`config.mk`:
```
export PLATFORM = sky130hd
export DESIGN_NAME = phy_basic_mode_control
export DESIGN_NICKNAME = d
export VERILOG_FILES = /design/src/hw/phy_ctrl_pkg.sv /design/src/hw/phy_ctrl_if.sv /design/src/hw/phy_hold_timer.sv /design/src/hw/phy_basic_mode_control.sv
export SDC_FILE = /design/constraint.sdc
export NUM_CORES = 1
export LEC_CHECK = 0
export BUFFER_PORTS_ARGS = -buffer_cell sky130_fd_sc_hd__buf_2
export CAP_MARGIN = 20
export CORE_MARGIN = 4
export CORE_UTILIZATION = 30
export DETAILED_ROUTE_END_ITERATION = 10
export GPL_TIMING_DRIVEN = 1
export PLACE_DENSITY = 0.56
export SLEW_MARGIN = 5
export SYNTH_ARGS = -nofsm -noshare
export SYNTH_HDL_FRONTEND = slang
export SYNTH_SLANG_ARGS = --single-unit
```
`constraint.sdc`:
```
create_clock -name clk -period 3.8 [get_ports clk]
set_clock_uncertainty 0.2 [all_clocks]
set_input_delay 0.38 -clock clk [delete_from_list [all_inputs] [get_ports clk]]
set_output_delay 0.38 -clock clk [all_outputs]
set_load 0.05 [all_outputs]
```
`src/hw/phy_ctrl_pkg.sv`:
```
// Constants for the PHY basic control register block.
// Assumes a 25 MHz clock and a simple synchronous management register port.
package phy_ctrl_pkg;
  localparam int          CLK_HZ            = 25_000_000;
  localparam logic [4:0]  PHY_BASIC_CONTROL = 5'h00;
  localparam logic [15:0] CTRL_RESET_VAL    = 16'h3100;
  localparam int          BIT_SOFT_RESET    = 15;
  localparam int          BIT_LOOPBACK      = 14;
  localparam int          BIT_SPEED         = 13;
  localparam int          BIT_AN_ENABLE     = 12;
  localparam int          BIT_POWER_DOWN    = 11;
  localparam int          BIT_ISOLATE       = 10;
  localparam int          BIT_AN_RESTART    = 9;
  localparam int          BIT_DUPLEX        = 8;
  localparam int          BIT_COL_TEST      = 7;
  localparam int          RESET_HOLD_CYC    = 16;
  localparam int          DEAD_TIME_MS      = 720;
  localparam int          DEAD_TIME_CYC     = DEAD_TIME_MS * (CLK_HZ / 1000);
endpackage

```
`src/hw/phy_ctrl_if.sv`:
```
// Carrier between the control register and its timer helper.
// Assumes both ends share one clock.
`timescale 1ns/1ps
interface phy_ctrl_if;
  logic start;
  logic busy;
  modport owner (output start, input busy);
  modport timer (input start, output busy);
endinterface

```
`src/hw/phy_hold_timer.sv`:
```
// Retriggerable down-counter: busy for COUNT cycles after start.
// Assumes start is a one-cycle pulse on clk.
`timescale 1ns/1ps
module phy_hold_timer #(
  parameter int COUNT = 16
) (
  // Clock and reset
  input  wire logic clk,
  input  wire logic sys_rst,
  // Control
  phy_ctrl_if.timer t
);
  localparam int W = $clog2(COUNT + 1);
  logic [W-1:0] cnt_r;

  // A zero count would leave busy stuck low and the hold meaningless
  if (COUNT < 1)
  begin
    $error("COUNT must be at least 1");
  end

  always_ff @(posedge clk or posedge sys_rst)
  begin
    if (sys_rst)
      cnt_r <= '0;
    else if (t.start)
      cnt_r <= W'(COUNT);
    else if (cnt_r != '0)
      cnt_r <= cnt_r - 1'b1;
  end

  assign t.busy = (cnt_r != '0);
endmodule

```
`src/hw/phy_basic_mode_control.sv`:
```
// Basic mode control register of the 10/100 PHY, with its side effects.
// Assumes a synchronous register port: one-cycle wr_en/rd_en, data valid next cycle.
// Operation
// - Writing bit 15 resets all PHY registers; reads one until reset completes.
// - Bit 14 enables loop-back; reset zero, read/write.
// - At 100 Mbps, loop-back can cause about 720 ms receive dead time.
// - Bit 13 selects 100 Mbps when one, 10 Mbps when zero; reset one.
// - With auto-negotiation on, speed bit reads the negotiated speed.
// - Bit 12 enables auto-negotiation, reset one; bits 8,13 show its result.
// - Bit 8 full duplex, reset one; writable only with auto-negotiation off.
// - Collision test asserts collision throughout each transmit period.
// - Bits 6 to 0 read zero and ignore writes.
`timescale 1ns/1ps
module phy_basic_mode_control
  import phy_ctrl_pkg::*;
#(
  parameter int RESET_HOLD = phy_ctrl_pkg::RESET_HOLD_CYC,
  parameter int DEAD_TIME  = phy_ctrl_pkg::DEAD_TIME_CYC
) (
  // Clock and reset
  input  wire logic        clk,
  input  wire logic        sys_rst,
  // Management register port
  input  wire logic [4:0]  reg_addr,
  input  wire logic        wr_en,
  input  wire logic [15:0] wr_data,
  input  wire logic        rd_en,
  output logic      [15:0] rd_data,
  output logic             rd_valid,
  // Auto-negotiation engine
  input  wire logic        an_speed_100,
  input  wire logic        an_full_duplex,
  input  wire logic        an_started,
  output logic             an_restart,
  // Datapath controls
  input  wire logic        tx_active,
  output logic             col_out,
  output logic             loopback,
  output logic             speed_100,
  output logic             full_duplex,
  output logic             an_enable,
  output logic             power_down,
  output logic             isolate,
  output logic             phy_soft_rst,
  output logic             rx_dead
);
  import phy_ctrl_pkg::*;

  // A zero hold would cut soft reset to the write cycle; a zero dead time never raises rx_dead
  if (RESET_HOLD < 1)
  begin
    $error("RESET_HOLD must be at least 1");
  end
  if (DEAD_TIME < 1)
  begin
    $error("DEAD_TIME must be at least 1");
  end

  phy_ctrl_if rst_t ();

  logic        loop_r;
  logic        speed_r;
  logic        an_en_r;
  logic        pd_r;
  logic        iso_r;
  logic        restart_r;
  logic        dup_r;
  logic        col_r;
  logic        srst_r;
  logic        busy_d_r;
  logic [31:0] dead_cnt_r;
  logic        wr_hit;
  logic        srst_req;
  logic        eff_speed;
  logic        eff_dup;

  assign wr_hit   = wr_en && (reg_addr == PHY_BASIC_CONTROL);
  assign srst_req = wr_hit && wr_data[BIT_SOFT_RESET];
  assign rst_t.start = srst_req;

  phy_hold_timer #(
    .COUNT (RESET_HOLD)
  ) u_hold (
    .clk     (clk),
    .sys_rst (sys_rst),
    .t       (rst_t.timer)
  );

  // Soft reset flag stays one while the hold timer runs
  always_ff @(posedge clk or posedge sys_rst)
  begin
    if (sys_rst)
    begin
      srst_r   <= 1'b0;
      busy_d_r <= 1'b0;
    end
    else
    begin
      busy_d_r <= rst_t.busy;
      srst_r   <= srst_req || rst_t.busy;
    end
  end

  // Control fields; writes ignored while soft reset is in progress
  always_ff @(posedge clk or posedge sys_rst)
  begin
    if (sys_rst)
    begin
      loop_r  <= CTRL_RESET_VAL[BIT_LOOPBACK];
      speed_r <= CTRL_RESET_VAL[BIT_SPEED];
      an_en_r <= CTRL_RESET_VAL[BIT_AN_ENABLE];
      pd_r    <= CTRL_RESET_VAL[BIT_POWER_DOWN];
      iso_r   <= CTRL_RESET_VAL[BIT_ISOLATE];
      dup_r   <= CTRL_RESET_VAL[BIT_DUPLEX];
      col_r   <= CTRL_RESET_VAL[BIT_COL_TEST];
    end
    else if (srst_req || rst_t.busy)
    begin
      loop_r  <= CTRL_RESET_VAL[BIT_LOOPBACK];
      speed_r <= CTRL_RESET_VAL[BIT_SPEED];
      an_en_r <= CTRL_RESET_VAL[BIT_AN_ENABLE];
      pd_r    <= CTRL_RESET_VAL[BIT_POWER_DOWN];
      iso_r   <= CTRL_RESET_VAL[BIT_ISOLATE];
      dup_r   <= CTRL_RESET_VAL[BIT_DUPLEX];
      col_r   <= CTRL_RESET_VAL[BIT_COL_TEST];
    end
    else if (wr_hit)
    begin
      loop_r  <= wr_data[BIT_LOOPBACK];
      speed_r <= wr_data[BIT_SPEED];
      an_en_r <= wr_data[BIT_AN_ENABLE];
      pd_r    <= wr_data[BIT_POWER_DOWN];
      iso_r   <= wr_data[BIT_ISOLATE];
      // Duplex only writable by a word that leaves negotiation off
      if (!wr_data[BIT_AN_ENABLE])
        dup_r <= wr_data[BIT_DUPLEX];
      col_r   <= wr_data[BIT_COL_TEST];
    end
  end

  // Restart: set by a write of one with AN on, cleared by engine start, AN off or soft reset.
  // Set wins over the start and AN-off clears; a zero in bit 9 by itself never cancels it.
  always_ff @(posedge clk or posedge sys_rst)
  begin
    if (sys_rst)
      restart_r <= 1'b0;
    else if (srst_req || rst_t.busy)
      restart_r <= 1'b0;
    else if (wr_hit && wr_data[BIT_AN_RESTART] && wr_data[BIT_AN_ENABLE])
      restart_r <= 1'b1;
    else if (an_started || !an_en_r)
      restart_r <= 1'b0;
  end

  // Written speed and duplex are kept for when negotiation is turned off
  assign eff_speed = an_en_r ? an_speed_100 : speed_r;
  assign eff_dup   = an_en_r ? an_full_duplex : dup_r;

  // Dead time after loop-back is enabled at 100 Mbps
  // Counted in clk cycles; 32 bits hold the full interval at 25 MHz
  always_ff @(posedge clk or posedge sys_rst)
  begin
    if (sys_rst)
      dead_cnt_r <= '0;
    else if (wr_hit && wr_data[BIT_LOOPBACK] && !loop_r && eff_speed)
      dead_cnt_r <= 32'(DEAD_TIME);
    else if (dead_cnt_r != '0)
      dead_cnt_r <= dead_cnt_r - 32'd1;
  end

  // Register read: answer one cycle after rd_en; power-down does not block it
  always_ff @(posedge clk or posedge sys_rst)
  begin
    if (sys_rst)
    begin
      rd_data  <= '0;
      rd_valid <= 1'b0;
    end
    else
    begin
      rd_valid <= rd_en;
      if (rd_en && reg_addr == PHY_BASIC_CONTROL)
        rd_data <= {srst_r, loop_r, eff_speed, an_en_r, pd_r, iso_r,
                    restart_r, eff_dup, col_r, 7'h00};
      else
        rd_data <= 16'h0000;
    end
  end

  // Registered outputs
  always_ff @(posedge clk or posedge sys_rst)
  begin
    if (sys_rst)
    begin
      col_out      <= 1'b0;
      loopback     <= 1'b0;
      speed_100    <= 1'b0;
      full_duplex  <= 1'b0;
      an_enable    <= 1'b0;
      power_down   <= 1'b0;
      isolate      <= 1'b0;
      an_restart   <= 1'b0;
      phy_soft_rst <= 1'b0;
      rx_dead      <= 1'b0;
    end
    else
    begin
      col_out      <= col_r && tx_active;
      loopback     <= loop_r;
      speed_100    <= eff_speed;
      full_duplex  <= eff_dup;
      an_enable    <= an_en_r;
      power_down   <= pd_r;
      isolate      <= iso_r;
      an_restart   <= restart_r;
      phy_soft_rst <= srst_r || busy_d_r;
      rx_dead      <= (dead_cnt_r != '0);
    end
  end
endmodule

```
# Word-level counts from Yosys, hierarchy flattened
# Cells that the tools add are included.
word_totals:
  regBits: 74
  input_bits: 29
  out_inout_bits: 27
op_classes:
  addsub: 2
  eq_ne: 1
  n_mux: 25
  reduce_logical: 22
ops:
  columns: ["cell", "n"]
  rows:
  - ["two-way mux 32 bit", 2]
  - ["nonzero test 32 bit", 1]
  - ["subtractor 32 x 1 -> 32 bit (second input constant)", 1]
  - ["two-way mux 1 bit", 20]
  - ["two-way mux 16 bit", 1]
  - ["two-way mux 5 bit", 2]
  - ["logical AND 1 bit", 9]
  - ["nonzero test 2 bit", 3]
  - ["logical NOT 5 bit", 1]
  - ["nonzero test 5 bit", 1]
  - ["subtractor 5 x 1 -> 5 bit (second input constant)", 1]
  - ["logical OR 1 bit", 3]
  - ["nonzero test 3 bit", 1]
  - ["logical NOT 1 bit", 2]
  - ["!= test 2 x 1 -> 1 bit (second input constant)", 1]
  - ["AND reduction 2 bit", 1]

# Longest topological paths before layout
logic_depth:
  word_depth: 6
  depth_mapped: 9

# Hierarchy
# Synthesis repeated with hierarchy kept, for this count alone.
unflattened:
  hier_cells: 302
  hier_area_um2: 3119.2
by_module_without_submodules:
  columns: ["module", "instances", "cells_each", "area_per_inst_um2"]
  rows:
  - ["phy_basic_mode_control", 1, 276, 2864.0]
  - ["phy_hold_timer", 1, 26, 255.2]

# Least setup slack after synthesis
# No wires, ideal clock.
synth_path:
  kind: "reg2reg"
  startpoint: "reg dead_cnt_r[18]"
  endpoint: "reg dead_cnt_r[27]"
  setup_time_ns: 0.078
  t_arrival_ns: 2.556
  required_ns: 3.522
  setup_slack_ns: 0.966
  path_stages_with_launch: 7
  synth_period_minus_slack_ns: 2.834
  cell_sequence: "dfrtp_1 > or4_4 > or4_4 > buf_6 > or4_4 > or4_1 > a21oi_1"
synth_between:
  elab_chain_cells: 3
synth_rtl:
  columns: ["item", "line", "source"]
  rows:
  - ["start: declaration", "phy_basic_mode_control.sv:71", "logic [31:0] dead_cnt_r;"]
  - ["start signal: assignment", "phy_basic_mode_control.sv:166", "dead_cnt_r <= 32'(DEAD_TIME);"]
  - ["start signal: assignment", "phy_basic_mode_control.sv:168", "dead_cnt_r <= dead_cnt_r - 32'd1;"]
  - ["subtractor 32 x 1 -> 32 bit", "phy_basic_mode_control.sv:168", null]
  - ["two-way mux 32 bit", "phy_basic_mode_control.sv:167", "else if (dead_cnt_r != '0)"]
  - ["two-way mux 32 bit", "phy_basic_mode_control.sv:165", "else if (wr_hit && wr_data[BIT_LOOPBACK] && !loop_r && eff_speed)"]
# Several ways; a longest one is shown, not always the timed one. The select of a mux whose other input is x is not followed.
# A chain may end at the register's enable or synchronous reset.

# Final worst setup path
layout_path:
  startpoint: "reg dead_cnt_r[2]"
  endpoint: "reg dead_cnt_r[27]"
# Same word-level chain as after synthesis.

==> run summary <==
The arrival time of data at the critical path endpoint is between 2 and 3 ns. The critical path is of the flip-flop to flip-flop type. Setup repair after global routing left no endpoint under its margin. The pin count of the biggest net entering global routing is 46. The number of port buffers is slightly above 40. STA classifies the critical path endpoint as a flip-flop.

The overall global routing resource usage is between 10 and 15%. The count of pins over their slew limit came out at 0. The final RePlAce weighted congestion is ~0.76. The number of antenna repair diodes came out at 0. The sequential area share after synthesis is a little over half.

The width of the die came out at approximately 110 um. The top register by number of flip-flops is dead_cnt_r. The number of flip-flops in the largest register came out at 32.

The clock network latency to the later pin of the worst-skew pair came out at 0.34 ns. The number of gates resized after CTS was 0. Dividing the detail-routed wire length by the instance count gives about 14 um.

The via count of the first global-routing pass is ~2,400. After detailed routing, the number of remaining DRC violations is 0. The initial core utilization came out at between 30% and 40%. The clock period minus final worst setup slack came out at between 2 and 3 ns. The total detailed-routing wirelength is between 6000 and 7000 um. The via count is 2,427. The average instance area after synthesis came out at between 10 and 15 um^2. The count of synthesis-stage warnings from yosys is 0. The cell type with the highest aggregate area in the netlist is dfrtp_1. Summed over all cells, the static leakage comes to 1.52 nW. The number of cells after detailed placement is approximately 470. The minimum setup slack in the final design came out at ~0.91 ns. The flow ran to the end, and the final reports show no timing, DRC or antenna violations. The global route total overflow came out at 0. For this run, asynchronously set or reset flops after synthesis account for 100%. The number of sinks handled by clock tree synthesis is 67.

Counting flops and latches in the post-synthesis netlist gives 67. The count of flip-flops with a built-in enable after synthesis is 0. The worst supply voltage drop on vdd came out at 0.236 mV. The primary flip-flop cell chosen by synthesis mapping is dfrtp_1. Summed over all nets, wire length on met3 after detailed routing comes to between 200 and 250 um. The achievable clock frequency is roughly 350 MHz. Cells with a size suffix above 1 make up ~22% of the layout. The setup violation total in the final timing report is 0. By area the synthesized netlist is led by dfrtp_1, a21oi_1, nor2_1.

The core region is around 10,000 um^2. In the final layout, the registers with the most flip-flops are dead_cnt_r: 32 flops, rd_data: 9 flops, u_hold.cnt_r: 5 flops. The worst setup path is launched from a flip-flop. In this run the clock root is driven by a clkbuf_8. The tool flagged a number of max-cap violations equal to 0. The class of the worst hold path is input pin to flip-flop. The worst pin sits at a relative slew slack of 56.0%. Once detail routing completed, the nets flagged for antenna violations numbered 0. The CTS H-tree depth came out at 3.

Overall power consumption after layout is estimated at around 1.8 mW. Detailed placement ended at an HPWL of about 4700 um. The power per cell area came out at 497 nW/um^2. The final critical path takes up 76.1% of the cycle. In this run the vertical extent of the chip is 110 um. The number of detailed-route iterations in the first pass is 4. Detailed routing placed a total of 3380 um of wire on met2. The wire length on met1 is about 3100 um. The initial antenna violation count came out at 0. In this run, the number of DRC markers left after iteration 0 of detailed routing was 92. In the synthesized netlist, the cells that appear most often are dfrtp_1, nor2_1, a21oi_1. The area of the die is ~12,000 um^2.

From synthesis to final layout, the design area changed by 18.2%. The post-synthesis instance total is approximately 300. The via-per-instance ratio came out at between 4 and 5. The share of the synthesized area in the top cell type is between 50% and 60%.

TritonCTS built the clock tree. The accumulated negative setup slack is 0 ns. The dominant cell by count in the synthesized netlist is dfrtp_1. The number of distinct standard cells referenced by the synthesized netlist came out at 51. The clock transition at the register clock pins on the worst setup and hold paths after CTS is ~0.080 ns.

The first-pass GRT wire length is roughly 12,000 um. The final-report hold violation count is 0. The net total in the final layout came out at approximately 380. The highest metal layer used by the detailed router is met4.

During I/O placement, the number of pins put on the boundary was between 50 and 60. The worst-path maximum fanout is 8. Data on the critical path is required at its endpoint by around 3.9 ns.

The post-synth design cell area came out at roughly 3100 um^2. The maximum number of buffers from clock root to sink is 2. The count of placed standard cells in the final layout, fillers left out is just under 500.

The slew at the pin closest to its max-slew limit came out at between 0.6 and 0.7 ns. The post-CTS setup-driven buffer insertion count is 0. The number of buffers created by CTS is 9.

The site row count came out at 37. At the placement stage, the worst setup path has a slack of 0.923 ns.
through the flow:
stage	hold WS, ns	util (%)	cell area, um^2
CTS	0.0332	36.2	3700
floorplan	0.166	-	3160
finish	0.0517	36.2	3700
global route	0.0431	36.2	3700
detailed placement	0.194	34.2	3490
global placement	0.192	34.2	3490
repair_timing:
action | 4_1_cts | 5_1_grt
setup endpoints to repair | 0 | 0
hold buffers | 1 | 0
hold endpoints to repair | 22 | 0
logic make-up after synthesis:
group                      after synthesis  share of synthesized area [%]
adders and majority gates                3                           1.20
xor gates and xnor gates                13                           3.63
other                                    1                          0.120
DFF                                     67                           53.6
and+or+nand+nor                        125                           23.0
AOI/OAI and AO/OA                       59                           12.8
muxes                                    4                           1.32
buffers and inverters                   27                           4.35
cell type report:
type | instances | area [um^2]
multi-input cells | 211 | 1340
fillers | 1050 | 6530
inverters | 10 | 37.5
clock buffers | 9 | 124
repair buffers | 50 | 275
flip-flops and latches | 67 | 1680
clock inverters | 7 | 76.3
well taps | 136 | 170
critical path, cell delays in order, from the launching register on:
cell,delay (ns)
dfrtp_1,0.45
or4_1,0.56
or4_1,0.51
or4_4,0.53
or4_1,0.41
a21oi_1,0.16
power by group:
group,leakage [nW],switching [mW],total [mW],internal [mW]
Combinational,0.660,0.169,0.322,0.153
Clock,0.0958,0.289,0.595,0.306
Sequential,0.765,0.108,0.925,0.816
Total,1.52,0.567,1.84,1.28
cells in the final DEF, fill, tap and decap left out, types with 3 or more instances in the layout:
master and n:
dfrtp_1 64, buf_2 41, nor2_1 26, a21oi_1 20, nand2_1 19, and3_1 13, o31ai_1 13, or4_1 11
nor4_1 10, xnor2_1 10, clkbuf_8 9, inv_1 8, buf_4 8, nand3_1 7, o21ai_0 7, conb_1 7
or3_1 6, nand3b_1 6, nor3_1 5, nand2b_1 5, or4_4 3, mux2i_1 3, a2111oi_0 3, xor2_1 3
ha_1 3, dfstp_2 3
layer usage:
layer  vias up  global-route usage (%)
met2        38                    20.5
li1       1189                       -
met5         -                       0
met4         0                    4.22
met3         6                    3.32
met1      1194                    15.6
worst paths after layout:
check	startpoint	end	slack (ns)	cells after the start
setup / recovery	dead_cnt_r[2]	dead_cnt_r[27]	0.91	5
hold / removal	tx_active	col_out	0.05	2
setup reg to reg	dead_cnt_r[2]	dead_cnt_r[27]	0.91	5
hold reg to reg	pd_r	power_down	0.21	0
max in group asynchronous	sys_rst	dead_cnt_r[19]	2.05	4
min in group asynchronous	sys_rst	rx_dead	0.40	3
Note: power is estimated with default switching activity, not from simulation.
